==> src/rtl/fdsp_pkg.sv <==
// Shared constants and types for the full-duplex serial port with baud select.
`default_nettype none
package fdsp_pkg;
  // Register byte offsets on the AXI4-Lite slave.
  localparam logic [7:0] FDSP_OFS_BUF = 8'h00;
  localparam logic [7:0] FDSP_OFS_SCTL = 8'h04;
  localparam logic [7:0] FDSP_OFS_PCTL = 8'h08;
  localparam logic [7:0] FDSP_OFS_T2CTL = 8'h0C;
  localparam logic [7:0] FDSP_OFS_RLDL = 8'h10;
  localparam logic [7:0] FDSP_OFS_RLDH = 8'h14;
  localparam logic [7:0] FDSP_OFS_T1 = 8'h18;
  localparam logic [7:0] FDSP_OFS_T2CNT = 8'h1C;
  // Field positions of serial_control.
  localparam int FDSP_SC_M0 = 7;
  localparam int FDSP_SC_M1 = 6;
  localparam int FDSP_SC_MPE = 5;
  localparam int FDSP_SC_REN = 4;
  localparam int FDSP_SC_TB8 = 3;
  localparam int FDSP_SC_RB8 = 2;
  localparam int FDSP_SC_TI = 1;
  localparam int FDSP_SC_RI = 0;
  // Field positions of power_control.
  localparam int FDSP_PC_DBL = 7;
  localparam int FDSP_PC_SIX = 0;
  // Field positions of timer2_control.
  localparam int FDSP_T2_TF = 7;
  localparam int FDSP_T2_EXF = 6;
  localparam int FDSP_T2_RCLK = 5;
  localparam int FDSP_T2_TX_CLOCK_SELECT = 4;
  localparam int FDSP_T2_EXEN = 3;
  localparam int FDSP_T2_RUN = 2;
  localparam int FDSP_T2_CT = 1;
  localparam int FDSP_T2_CAP = 0;
  // Timer 1 run bit inside the timer1_reload_byte register.
  localparam int FDSP_T1_RUN = 8;
  // Reset values.
  localparam logic [7:0] FDSP_RST_BYTE = 8'h00;
  localparam logic [15:0] FDSP_RST_WORD = 16'h0000;
  // Machine cycle lengths and sampling points.
  localparam logic [3:0] FDSP_MC12_LAST = 4'hB;
  localparam logic [3:0] FDSP_MC6_LAST = 4'h5;
  localparam logic [3:0] FDSP_MC12_HALF = 4'h6;
  localparam logic [3:0] FDSP_MC6_HALF = 4'h3;
  // Frame lengths and receive sample points in sixteenths of a bit.
  localparam logic [3:0] FDSP_BITS_M1 = 4'hA;
  localparam logic [3:0] FDSP_BITS_M23 = 4'hB;
  localparam logic [3:0] FDSP_BITS_M0 = 4'h8;
  localparam logic [3:0] FDSP_RX_LAST_IDX = 4'h9;
  localparam logic [3:0] FDSP_SMP_A = 4'h7;
  localparam logic [3:0] FDSP_SMP_C = 4'h9;
  localparam logic [3:0] FDSP_DIV16_LAST = 4'hF;
  // AXI responses.
  localparam logic [1:0] FDSP_RESP_OKAY = 2'b00;
  localparam logic [1:0] FDSP_RESP_SLVERR = 2'b10;

  // Serial port modes.
  typedef enum logic [1:0]
  {
    FDSP_MODE_SHIFT = 2'b00,
    FDSP_MODE_UART8 = 2'b01,
    FDSP_MODE_FIXED9 = 2'b10,
    FDSP_MODE_VAR9 = 2'b11
  } fdsp_mode_e;

  // Complete state of the port.
  typedef struct packed {
    logic aw_v;
    logic [7:0] aw_addr;
    logic w_v;
    logic [31:0] wdata;
    logic [3:0] wstrb;
    logic bv;
    logic [1:0] bresp;
    logic rv;
    logic [31:0] rdata;
    logic [1:0] rresp;
    logic [7:0] sctl;
    logic [7:0] rxbuf;
    logic dbl;
    logic six;
    logic [7:0] timer2_control;
    logic [15:0] rcap;
    logic [15:0] t2cnt;
    logic [7:0] t1rld;
    logic t1run;
    logic [7:0] t1cnt;
    logic t1pre;
    logic [3:0] mc;
    logic [1:0] m2div;
    logic rx_s1;
    logic rx_s2;
    logic cp_s1;
    logic cp_s2;
    logic cp_d;
    logic tg_s1;
    logic tg_s2;
    logic tg_d;
    logic rxd_d;
    logic [3:0] txc16;
    logic tx_busy;
    logic tx_pend;
    logic [10:0] tx_sr;
    logic [3:0] tx_cnt;
    logic txd;
    logic rxd_out;
    logic rxd_oe_b;
    logic [3:0] rxc16;
    logic rx_busy;
    logic [3:0] rx_cnt;
    logic [7:0] rx_sr;
    logic [2:0] rx_smp;
  } fdsp_state_s;
endpackage
`default_nettype wire

==> src/rtl/fdsp_top.sv <==
// Serial port with four modes, two baud timers and an AXI4-Lite slave.
`default_nettype none
module fdsp_top
  import fdsp_pkg::*;
#(
  parameter int ADDR_W = 8
)
(
  // Clock and reset.
  input wire logic CORE_CLK_I,
  input wire logic RST_B_I,
  // AXI4-Lite write address and data.
  input wire logic S_AXI_AWVALID_I,
  output logic S_AXI_AWREADY_O,
  input wire logic [ADDR_W-1:0] S_AXI_AWADDR_I,
  input wire logic S_AXI_WVALID_I,
  output logic S_AXI_WREADY_O,
  input wire logic [31:0] S_AXI_WDATA_I,
  input wire logic [3:0] S_AXI_WSTRB_I,
  // AXI4-Lite write response.
  output logic S_AXI_BVALID_O,
  input wire logic S_AXI_BREADY_I,
  output logic [1:0] S_AXI_BRESP_O,
  // AXI4-Lite read.
  input wire logic S_AXI_ARVALID_I,
  output logic S_AXI_ARREADY_O,
  input wire logic [ADDR_W-1:0] S_AXI_ARADDR_I,
  output logic S_AXI_RVALID_O,
  input wire logic S_AXI_RREADY_I,
  output logic [31:0] S_AXI_RDATA_O,
  output logic [1:0] S_AXI_RRESP_O,
  // Serial pins.
  input wire logic RXD_I,
  output logic RXD_O,
  output logic RXD_OE_B_O,
  output logic TXD_O,
  // Timer 2 pins.
  input wire logic T2_COUNT_I,
  input wire logic T2_TRIGGER_I
);

  ////////////////////////////////////////////////////////////////////////////
  fdsp_state_s st_reg;
  fdsp_state_s st_next;
  fdsp_mode_e mode;
  logic mc_tick;
  logic [3:0] mc_last;
  logic [3:0] mc_half;
  logic t1_ovf;
  logic t1_16x;
  logic baud_mode;
  logic t2_inc;
  logic t2_ovf;
  logic trig_fall;
  logic [1:0] m2_mask;
  logic m2_tick;
  logic tx16;
  logic rx16;
  logic tx_roll;
  logic wr_go;
  logic [7:0] wa;
  logic [7:0] ra;
  logic maj;
  logic async_m;
  logic [31:0] rd_val;
  logic rd_err;
  logic wr_err;

  // Handshake outputs are simple functions of the held state.
  assign S_AXI_AWREADY_O = !st_reg.aw_v && !st_reg.bv;
  assign S_AXI_WREADY_O = !st_reg.w_v && !st_reg.bv;
  assign S_AXI_BVALID_O = st_reg.bv;
  assign S_AXI_BRESP_O = st_reg.bresp;
  assign S_AXI_ARREADY_O = !st_reg.rv;
  assign S_AXI_RVALID_O = st_reg.rv;
  assign S_AXI_RDATA_O = st_reg.rdata;
  assign S_AXI_RRESP_O = st_reg.rresp;
  assign RXD_O = st_reg.rxd_out;
  assign RXD_OE_B_O = st_reg.rxd_oe_b;
  assign TXD_O = st_reg.txd;

  // Timing strobes derived from the current state.
  assign mode = fdsp_mode_e'(st_reg.sctl[FDSP_SC_M0:FDSP_SC_M1]);
  assign async_m = (mode != FDSP_MODE_SHIFT);
  assign mc_last = st_reg.six ? FDSP_MC6_LAST : FDSP_MC12_LAST;
  assign mc_half = st_reg.six ? FDSP_MC6_HALF : FDSP_MC12_HALF;
  assign mc_tick = (st_reg.mc == mc_last);
  // Timer 1 counts machine cycles, so its rate doubles in 6-clock mode.
  assign t1_ovf = st_reg.t1run && mc_tick && (st_reg.t1cnt == 8'hFF);
  // Dividing the overflow by two unless doubled gives n of 32 or 16.
  assign t1_16x = t1_ovf && (st_reg.dbl || st_reg.t1pre);
  assign baud_mode = st_reg.timer2_control[FDSP_T2_RCLK] || st_reg.timer2_control[FDSP_T2_TX_CLOCK_SELECT];
  assign trig_fall = st_reg.tg_d && !st_reg.tg_s2;

  // Timer 2 tick source; baud mode counts per clock or every second clock.
  always_comb
  begin
    if (!st_reg.timer2_control[FDSP_T2_RUN])
      t2_inc = 1'b0;
    else if (st_reg.timer2_control[FDSP_T2_CT])
      t2_inc = st_reg.cp_d && !st_reg.cp_s2;
    else if (baud_mode)
      t2_inc = st_reg.six || st_reg.m2div[0];
    else
      t2_inc = mc_tick;
  end
  assign t2_ovf = t2_inc && (st_reg.t2cnt == 16'hFFFF);

  // Mode 2 sample rate: every 4, 2 or 1 clocks from fosc/64 down to fosc/16.
  always_comb
  begin
    case ({st_reg.six, st_reg.dbl})
      2'b00: m2_mask = 2'b11;
      2'b11: m2_mask = 2'b00;
      default: m2_mask = 2'b01;
    endcase
  end
  assign m2_tick = ((st_reg.m2div & m2_mask) == m2_mask);

  // Each direction picks its own sixteen-times bit clock.
  always_comb
  begin
    if (mode == FDSP_MODE_FIXED9)
    begin
      tx16 = m2_tick;
      rx16 = m2_tick;
    end
    else
    begin
      // Timer 2 overflow is already sixteen times the bit rate.
      tx16 = st_reg.timer2_control[FDSP_T2_TX_CLOCK_SELECT] ? t2_ovf : t1_16x;
      rx16 = st_reg.timer2_control[FDSP_T2_RCLK] ? t2_ovf : t1_16x;
    end
  end
  assign tx_roll = tx16 && (st_reg.txc16 == FDSP_DIV16_LAST);
  assign maj = (st_reg.rx_smp[0] & st_reg.rx_smp[1]) |
               (st_reg.rx_smp[0] & st_reg.rx_smp[2]) |
               (st_reg.rx_smp[1] & st_reg.rx_smp[2]);

  // Register read mux; unmapped addresses answer with an error and zero.
  assign ra = 8'(S_AXI_ARADDR_I);
  assign wa = st_reg.aw_addr;
  always_comb
  begin
    rd_val = 32'h0000_0000;
    rd_err = 1'b0;
    case (ra)
      FDSP_OFS_BUF: rd_val[7:0] = st_reg.rxbuf;
      FDSP_OFS_SCTL: rd_val[7:0] = st_reg.sctl;
      FDSP_OFS_PCTL:
      begin
        rd_val[FDSP_PC_DBL] = st_reg.dbl;
        rd_val[FDSP_PC_SIX] = st_reg.six;
      end
      FDSP_OFS_T2CTL: rd_val[7:0] = st_reg.timer2_control;
      FDSP_OFS_RLDL: rd_val[7:0] = st_reg.rcap[7:0];
      FDSP_OFS_RLDH: rd_val[7:0] = st_reg.rcap[15:8];
      FDSP_OFS_T1: rd_val[8:0] = {st_reg.t1run, st_reg.t1rld};
      FDSP_OFS_T2CNT: rd_val[15:0] = st_reg.t2cnt;
      default: rd_err = 1'b1;
    endcase
  end
  assign wr_go = st_reg.aw_v && st_reg.w_v && !st_reg.bv;
  always_comb
  begin
    case (wa)
      FDSP_OFS_BUF, FDSP_OFS_SCTL, FDSP_OFS_PCTL, FDSP_OFS_T2CTL,
      FDSP_OFS_RLDL, FDSP_OFS_RLDH, FDSP_OFS_T1, FDSP_OFS_T2CNT:
        wr_err = 1'b0;
      default: wr_err = 1'b1;
    endcase
  end

  ////////////////////////////////////////////////////////////////////////////
  // Next-state logic for the whole port.
  always_comb
  begin
    st_next = st_reg;
    // Bus channel capture.
    if (S_AXI_AWVALID_I && S_AXI_AWREADY_O)
    begin
      st_next.aw_v = 1'b1;
      st_next.aw_addr = 8'(S_AXI_AWADDR_I);
    end
    if (S_AXI_WVALID_I && S_AXI_WREADY_O)
    begin
      st_next.w_v = 1'b1;
      st_next.wdata = S_AXI_WDATA_I;
      st_next.wstrb = S_AXI_WSTRB_I;
    end
    if (st_reg.bv && S_AXI_BREADY_I)
      st_next.bv = 1'b0;
    if (st_reg.rv && S_AXI_RREADY_I)
      st_next.rv = 1'b0;
    if (S_AXI_ARVALID_I && !st_reg.rv)
    begin
      st_next.rv = 1'b1;
      st_next.rdata = rd_val;
      st_next.rresp = rd_err ? FDSP_RESP_SLVERR : FDSP_RESP_OKAY;
    end

    // Input synchronisers and free-running dividers.
    st_next.rx_s1 = RXD_I;
    st_next.rx_s2 = st_reg.rx_s1;
    st_next.cp_s1 = T2_COUNT_I;
    st_next.cp_s2 = st_reg.cp_s1;
    st_next.cp_d = st_reg.cp_s2;
    st_next.tg_s1 = T2_TRIGGER_I;
    st_next.tg_s2 = st_reg.tg_s1;
    st_next.tg_d = st_reg.tg_s2;
    st_next.mc = mc_tick ? 4'h0 : st_reg.mc + 4'h1;
    st_next.m2div = st_reg.m2div + 2'b01;

    // Timer 1 in 8-bit auto-reload.
    if (st_reg.t1run && mc_tick)
      st_next.t1cnt = t1_ovf ? st_reg.t1rld : st_reg.t1cnt + 8'h01;
    if (t1_ovf)
      st_next.t1pre = !st_reg.t1pre;

    // Timer 2 count, reload, capture and flags.
    if (t2_inc)
      st_next.t2cnt = st_reg.t2cnt + 16'h0001;
    if (t2_ovf)
    begin
      if (baud_mode || !st_reg.timer2_control[FDSP_T2_CAP])
        st_next.t2cnt = st_reg.rcap;
      if (!baud_mode)
        st_next.timer2_control[FDSP_T2_TF] = 1'b1;
    end
    if (trig_fall && st_reg.timer2_control[FDSP_T2_EXEN])
    begin
      st_next.timer2_control[FDSP_T2_EXF] = 1'b1;
      // In baud mode the trigger edge flags only, it never reloads.
      if (!baud_mode && st_reg.timer2_control[FDSP_T2_CAP])
        st_next.rcap = st_reg.t2cnt;
      else if (!baud_mode)
        st_next.t2cnt = st_reg.rcap;
    end

    // Register writes; hardware flag sets below take precedence.
    if (wr_go)
    begin
      st_next.aw_v = 1'b0;
      st_next.w_v = 1'b0;
      st_next.bv = 1'b1;
      st_next.bresp = wr_err ? FDSP_RESP_SLVERR : FDSP_RESP_OKAY;
      if (st_reg.wstrb[0])
      begin
        case (wa)
          FDSP_OFS_SCTL: st_next.sctl = st_reg.wdata[7:0];
          FDSP_OFS_PCTL:
          begin
            st_next.dbl = st_reg.wdata[FDSP_PC_DBL];
            st_next.six = st_reg.wdata[FDSP_PC_SIX];
          end
          FDSP_OFS_T2CTL: st_next.timer2_control = st_reg.wdata[7:0];
          FDSP_OFS_RLDL: st_next.rcap[7:0] = st_reg.wdata[7:0];
          FDSP_OFS_RLDH: st_next.rcap[15:8] = st_reg.wdata[7:0];
          FDSP_OFS_T1: st_next.t1rld = st_reg.wdata[7:0];
          default: st_next.t2cnt = st_next.t2cnt;
        endcase
      end
      if (st_reg.wstrb[1] && (wa == FDSP_OFS_T1))
        st_next.t1run = st_reg.wdata[FDSP_T1_RUN];
      // A buffer write loads the transmit shifter and requests a frame.
      if (st_reg.wstrb[0] && (wa == FDSP_OFS_BUF))
      begin
        st_next.tx_pend = 1'b1;
        st_next.tx_busy = 1'b0;
        if (mode == FDSP_MODE_UART8)
        begin
          st_next.tx_sr = {2'b11, st_reg.wdata[7:0], 1'b0};
          st_next.tx_cnt = FDSP_BITS_M1;
        end
        else if (async_m)
        begin
          st_next.tx_sr = {1'b1, st_reg.sctl[FDSP_SC_TB8],
                           st_reg.wdata[7:0], 1'b0};
          st_next.tx_cnt = FDSP_BITS_M23;
        end
        else
        begin
          st_next.tx_sr = {3'b000, st_reg.wdata[7:0]};
          st_next.tx_cnt = FDSP_BITS_M0;
        end
      end
    end

    // Transmit side; it never waits on the receiver.
    if (tx16)
      st_next.txc16 = st_reg.txc16 + 4'h1;
    if (!async_m && mc_tick)
    begin
      // Mode 0 starts at the first machine-cycle end after the write.
      if (st_reg.tx_pend)
      begin
        st_next.tx_pend = 1'b0;
        st_next.tx_busy = 1'b1;
      end
      else if (st_reg.tx_busy)
      begin
        st_next.tx_sr = {1'b0, st_reg.tx_sr[10:1]};
        st_next.tx_cnt = st_reg.tx_cnt - 4'h1;
        if (st_reg.tx_cnt == 4'h1)
        begin
          st_next.tx_busy = 1'b0;
          st_next.sctl[FDSP_SC_TI] = 1'b1;
        end
      end
    end
    else if (async_m && tx_roll)
    begin
      // Bit times follow the divide-by-16 counter, not the write.
      if (st_reg.tx_pend)
      begin
        st_next.tx_pend = 1'b0;
        st_next.tx_busy = 1'b1;
      end
      else if (st_reg.tx_busy)
      begin
        st_next.tx_sr = {1'b1, st_reg.tx_sr[10:1]};
        st_next.tx_cnt = st_reg.tx_cnt - 4'h1;
        if (st_reg.tx_cnt == 4'h1)
        begin
          st_next.tx_busy = 1'b0;
          st_next.sctl[FDSP_SC_TI] = 1'b1;
        end
      end
    end

    // Receive side, mode 0: shift clock on the transmit pin.
    if (!async_m)
    begin
      if (!st_reg.rx_busy && !st_reg.tx_busy && !st_reg.tx_pend &&
          st_reg.sctl[FDSP_SC_REN] && !st_reg.sctl[FDSP_SC_RI] && mc_tick)
      begin
        st_next.rx_busy = 1'b1;
        st_next.rx_cnt = FDSP_BITS_M0;
      end
      else if (st_reg.rx_busy && mc_tick)
      begin
        st_next.rx_sr = {st_reg.rx_s2, st_reg.rx_sr[7:1]};
        st_next.rx_cnt = st_reg.rx_cnt - 4'h1;
        if (st_reg.rx_cnt == 4'h1)
        begin
          // The multiprocessor bit plays no part in this mode.
          st_next.rx_busy = 1'b0;
          st_next.rxbuf = {st_reg.rx_s2, st_reg.rx_sr[7:1]};
          st_next.sctl[FDSP_SC_RI] = 1'b1;
        end
      end
    end
    else if (rx16)
    begin
      // Asynchronous receive at sixteen samples per bit.
      st_next.rxd_d = st_reg.rx_s2;
      st_next.rxc16 = st_reg.rxc16 + 4'h1;
      if (!st_reg.rx_busy)
      begin
        if (st_reg.sctl[FDSP_SC_REN] && st_reg.rxd_d && !st_reg.rx_s2)
        begin
          st_next.rx_busy = 1'b1;
          st_next.rxc16 = 4'h0;
          st_next.rx_cnt = 4'h0;
        end
      end
      else
      begin
        if (st_reg.rxc16 >= FDSP_SMP_A && st_reg.rxc16 <= FDSP_SMP_C)
          st_next.rx_smp = {st_reg.rx_smp[1:0], st_reg.rx_s2};
        if (st_reg.rxc16 == FDSP_SMP_C + 4'h1)
        begin
          st_next.rx_cnt = st_reg.rx_cnt + 4'h1;
          if (st_reg.rx_cnt == 4'h0 && maj)
            st_next.rx_busy = 1'b0; // False start bit.
          else if (st_reg.rx_cnt != 4'h0 &&
                   st_reg.rx_cnt != FDSP_RX_LAST_IDX)
            st_next.rx_sr = {maj, st_reg.rx_sr[7:1]};
          else if (st_reg.rx_cnt == FDSP_RX_LAST_IDX)
          begin
            // Stop bit in mode 1, ninth bit in modes 2 and 3.
            st_next.rx_busy = 1'b0;
            if (!st_reg.sctl[FDSP_SC_RI] &&
                (!st_reg.sctl[FDSP_SC_MPE] || maj))
            begin
              // An unread byte blocks the new one, which is lost.
              st_next.rxbuf = st_reg.rx_sr;
              st_next.sctl[FDSP_SC_RB8] = maj;
              st_next.sctl[FDSP_SC_RI] = 1'b1;
            end
          end
        end
      end
    end

    // Pin drive: mode 0 owns the receive pin while shifting out.
    st_next.rxd_oe_b = async_m || !st_next.tx_busy;
    st_next.rxd_out = st_next.tx_busy ? st_next.tx_sr[0] : 1'b1;
    if (async_m)
      st_next.txd = st_next.tx_busy ? st_next.tx_sr[0] : 1'b1;
    else if (st_next.tx_busy || st_next.rx_busy)
      st_next.txd = (st_next.mc >= mc_half);
    else
      st_next.txd = 1'b1;
  end

  ////////////////////////////////////////////////////////////////////////////
  // State register with asynchronous reset to constants.
  always_ff @(posedge CORE_CLK_I or negedge RST_B_I)
  begin
    if (!RST_B_I)
    begin
      st_reg <= '0;
      st_reg.sctl <= FDSP_RST_BYTE;
      st_reg.timer2_control <= FDSP_RST_BYTE;
      st_reg.rcap <= FDSP_RST_WORD;
      st_reg.rx_s1 <= 1'b1;
      st_reg.rx_s2 <= 1'b1;
      st_reg.cp_s1 <= 1'b1;
      st_reg.cp_s2 <= 1'b1;
      st_reg.cp_d <= 1'b1;
      st_reg.tg_s1 <= 1'b1;
      st_reg.tg_s2 <= 1'b1;
      st_reg.tg_d <= 1'b1;
      st_reg.rxd_d <= 1'b1;
      st_reg.txd <= 1'b1;
      st_reg.rxd_out <= 1'b1;
      st_reg.rxd_oe_b <= 1'b1;
    end
    else
    begin
      st_reg <= st_next;
    end
  end

endmodule
`default_nettype wire

==> config.mk <==
export PLATFORM = sky130hd
export DESIGN_NAME = fdsp_top
export DESIGN_NICKNAME = d
export VERILOG_FILES = /design/src/rtl/fdsp_pkg.sv /design/src/rtl/fdsp_top.sv
export SDC_FILE = /design/constraint.sdc
export NUM_CORES = 1
export LEC_CHECK = 0
export BUFFER_PORTS_ARGS = -buffer_cell sky130_fd_sc_hd__buf_2
export CORE_MARGIN = 1
export CORE_UTILIZATION = 55
export CTS_BUF_LIST = sky130_fd_sc_hd__clkbuf_4
export DETAILED_ROUTE_END_ITERATION = 10
export MAX_ROUTING_LAYER = met4
export PLACE_DENSITY = 0.76
export SYNTH_ARGS = -nofsm -noshare
export SYNTH_HDL_FRONTEND = slang
export SYNTH_SLANG_ARGS = --single-unit
==> constraint.sdc <==
create_clock -name CORE_CLK_I -period 2.9 [get_ports CORE_CLK_I]
set_clock_uncertainty 0.15 [all_clocks]
set_input_delay 0.145 -clock CORE_CLK_I [delete_from_list [all_inputs] [get_ports CORE_CLK_I]]
set_output_delay 0.145 -clock CORE_CLK_I [all_outputs]
set_load 0.02 [all_outputs]
==> insert_results.sql <==
INSERT INTO impl_metrics (metric_group, metric, value, unit) VALUES
('outcome', 'status', 'completed', ''),
('floorplan', 'num_rows', '46', ''),
('drt', 'topRoutingLayerUsed', 'met4', ''),
('place', 'dpl.cell_count', '1145', ''),
('timing', 'report.final.hold_viol_count', '0', ''),
('clocking', 'ctsResizeCount', '0', ''),
('power_and_ir_drop', 'switching_share', '33.21', '%'),
('global_routing', 'grt_first_pass_wirelength', '33390', 'µm'),
('clocking', 'tritoncts_clock_tree', 'done', ''),
('global_routing', 'vias_in_the_first_global_route', '6515', ''),
('synthesis', 'synth.distinct_cells', '72', ''),
('synthesis', 'synth-main-ff-cell', 'sky130_fd_sc_hd__dfrtp_1', ''),
('worst_setup_path', 'cpMaxStageDelayCell', 'sky130_fd_sc_hd__dfrtp_1', ''),
('drt', 'drc', '0', ''),
('synthesis', 'async_reset_ff_share', '100.0', '%'),
('timing', 'final_min_period_over_clock_period', '93.81', '%'),
('worst_setup_path', 'endpoint_kind', 'flop', ''),
('drt', 'met3_wirelength', '1419', 'µm'),
('run', 'max_cap_viol_count', '0', ''),
('timing', 'max_freq', '0.3676', 'GHz'),
('floorplan', 'core_area', '15940', 'µm²'),
('global_routing', 'grt_remaining_overflow', '0', ''),
('power_and_ir_drop', 'power_density', '580.2', 'nW/µm²'),
('floorplan', 'ios', '106', ''),
('synthesis', 'syn_std_cell_area', '9006', 'µm²'),
('timing', 'setup_violations', '0', ''),
('drt', 'final_antenna_net_count', '0', ''),
('drt', 'met1_length', '9301', 'µm'),
('global_routing', 'grt_use_total', '26.80', '%'),
('worst_setup_path', 'crit_buf_inv', '0', ''),
('synthesis', 'post_synth.cell_area_avg', '10.11', 'µm²'),
('drt', 'routed-via-count', '6978', ''),
('clocking', 'clk-insertion-delay-late', '0.56', 'ns'),
('synthesis', 'synth_top_area_cell', 'sky130_fd_sc_hd__dfrtp_1', ''),
('place', 'placement.io_buffers', '62', ''),
('synthesis', 'post_synth_top_cells', 'sky130_fd_sc_hd__dfrtp_1 (164), sky130_fd_sc_hd__nand2_1 (120), sky130_fd_sc_hd__nor2_1 (61)', ''),
('power_and_ir_drop', 'p_leak', '0.004817', 'µW'),
('synthesis', 'synthMostInstantiatedCell', 'sky130_fd_sc_hd__dfrtp_1', ''),
('final_layout', 'syn_to_layout_area_delta', '12.98', '%'),
('floorplan', 'floorplan.die_area', '16890', 'µm²'),
('timing', 'hold_ws', '0.08183', 'ns'),
('worst_setup_path', 'worstSetupStartpointType', 'flop', ''),
('hold_path', 'hp-class', 'input port to flop', ''),
('synthesis', 'yosysTopAreaCellShare', '45.57', '%'),
('drt', 'first_pass_iters', '5', ''),
('drt', 'met2WireLength', '9756', 'µm'),
('timing', 'post_layout_minimum_cycle_time', '2.720', 'ns'),
('floorplan', 'width_of_the_die', '130.0', 'µm'),
('worst_setup_path', 'critical_path.top_delay_family', 'compound AO/OA/AOI/OAI gates', ''),
('final_layout', 'nNetsFinal', '1062', ''),
('power_and_ir_drop', 'power.clock.fraction', '22.6', '%'),
('power_and_ir_drop', 'power_frac_comb', '20.1', '%'),
('power_and_ir_drop', 'vdd_ir_drop_max', '495.4', 'µV'),
('drt', 'post_drt_wl_per_cell', '17.14', 'µm'),
('drt', 'wl', '20830', 'µm'),
('clocking', 'maximum_level_of_the_cts_h_tree', '4', ''),
('drt', 'vias_per_cell', '5.743', ''),
('global_routing', 'largest_net_degree_at_the_start_of_global_routing', '50', ''),
('worst_setup_path', 'delay_of_the_slowest_critical_path_stage', '0.47', 'ns'),
('synthesis', 'yosysWarningCount', '0', ''),
('worst_setup_path', 'req_time_crit_path', '3.18', 'ns'),
('timing', 'tns', '0', 'ns'),
('timing', 'timing_max_transition_violations_final', '0', ''),
('synthesis', 'post_synth_main_area_contributors', 'sky130_fd_sc_hd__dfrtp_1 (46%), sky130_fd_sc_hd__mux2_2 (6.3%), sky130_fd_sc_hd__nand2_1 (5.0%)', ''),
('final_layout', 'largest_register_ff_count', '138', ''),
('drt', 'first_iter_violations', '604', ''),
('place', 'detailed_place_hpwl', '14560', 'µm'),
('worst_setup_path', 'worst-endpoint-arrival', '3.00', 'ns'),
('power_and_ir_drop', 'power_switching', '1960', 'µW'),
('place', 'gpl.final_weighted_congestion', '0.9189', ''),
('clocking', 'cts.sinks', '176', '');
[final cells by class]
cell class | instances | area [µm²] | area share [%]
clock buffers | 19 | 142.6 | 1.402
flip-flops and latches | 176 | 4419 | 43.43
repair buffers | 133 | 997.2 | 9.801
diodes | 1 | 2.502 | 0.02459
multi-input cells | 638 | 4150 | 40.79
well taps | 216 | 270.3 | 2.656
inverters | 19 | 71.32 | 0.7009
clock inverters | 13 | 121.4 | 1.193
[per-layer routing]
metal / global-route usage [%] / vias up
met5: - / -
met4: 7.592 / 0
met3: 4.961 / 28
met2: 41.11 / 252
met1: 36.55 / 3377
li1: - / 3321
[worst paths after layout]
kind,start,end,slack (ns),cells after the start
max,st_reg[56],st_reg[4],0.18,6
min,RXD_I,st_next[51],0.08,2
max reg2reg,st_reg[56],st_reg[4],0.18,6
min reg2reg,st_next[46],st_next[45],0.20,0
max in group asynchronous,RST_B_I,st_next[48],1.60,4
min in group asynchronous,RST_B_I,st_reg[44],0.54,3
[cells by family (layout without fill, tap and decap cells)]
kind of cell / count (synthesis) / count (layout) / synth area share (%)
AO/OA/AOI/OAI: 192 / 192 / 14.07
XOR/XNOR: 22 / 22 / 2.139
adder cells (fa/ha/maj): 16 / 16 / 2.195
buffers and inverters: 94 / 184 / 5.599
flip-flops: 176 / 176 / 49.07
multiplexers: 91 / 91 / 10.96
other: 1 / 19 / 0.04164
AND/OR/NAND/NOR: 299 / 299 / 15.92
[what timing repair did]
| action | in CTS | in global routing |
|---|---|---|
| hold buffers | 37 | 0 |
| setup buffers | 0 | 0 |
| endpoints found under the hold margin | 211 | 0 |
[per-stage QoR]
| stage | worst slack (ns) | total power, µW | instance area, µm² | util [%] |
|---|---|---|---|---|
| 2_1_floorplan | 0.3038 | 4099 | 9070 | - |
| 3_3_place_gp | 0.2629 | 4505 | 9520 | 59.72 |
| 3_5_place_dp | 0.2059 | 4548 | 9520 | 59.72 |
| 4_1_cts | 0.1868 | 5916 | 10170 | 63.80 |
| 5_1_grt | 0.01738 | 6207 | 10170 | 63.82 |
| 6_report | 0.1795 | 5904 | 10170 | 63.82 |
[power by group through the flow]
stage / combinational [µW] / clock (µW) / sequential [µW]
floorplan: 910 / 0 / 3190
global placement: 1100 / 0 / 3400
detailed placement: 1140 / 0 / 3410
CTS: 1180 / 1370 / 3360
global route: 1320 / 1460 / 3430
finish: 1190 / 1340 / 3380
[cell usage in the layout (no fill, tap or decap), types with 30 or more instances in the layout]
cell / instances
sky130_fd_sc_hd__dfrtp_1: 164
sky130_fd_sc_hd__nand2_1: 120
sky130_fd_sc_hd__nor2_1: 61
sky130_fd_sc_hd__buf_2: 61
sky130_fd_sc_hd__a21oi_1: 58
sky130_fd_sc_hd__mux2_2: 50
sky130_fd_sc_hd__dlygate4sd3_1: 36
sky130_fd_sc_hd__nand3_1: 33
sky130_fd_sc_hd__o21ai_0: 32
sky130_fd_sc_hd__buf_4: 31
sky130_fd_sc_hd__mux2i_1: 30
[worst reg2reg max path, cell delays in order (launching register included)]
cell and delay (ns):
sky130_fd_sc_hd__dfrtp_1 0.47, sky130_fd_sc_hd__nand4bb_4 0.31, sky130_fd_sc_hd__a2111oi_4 0.44, sky130_fd_sc_hd__o2111ai_2 0.29, sky130_fd_sc_hd__a211oi_4 0.40, sky130_fd_sc_hd__o21ai_2 0.20, sky130_fd_sc_hd__mux2_1 0.35
No activity file was read; power rests on OpenSTA's default activity.
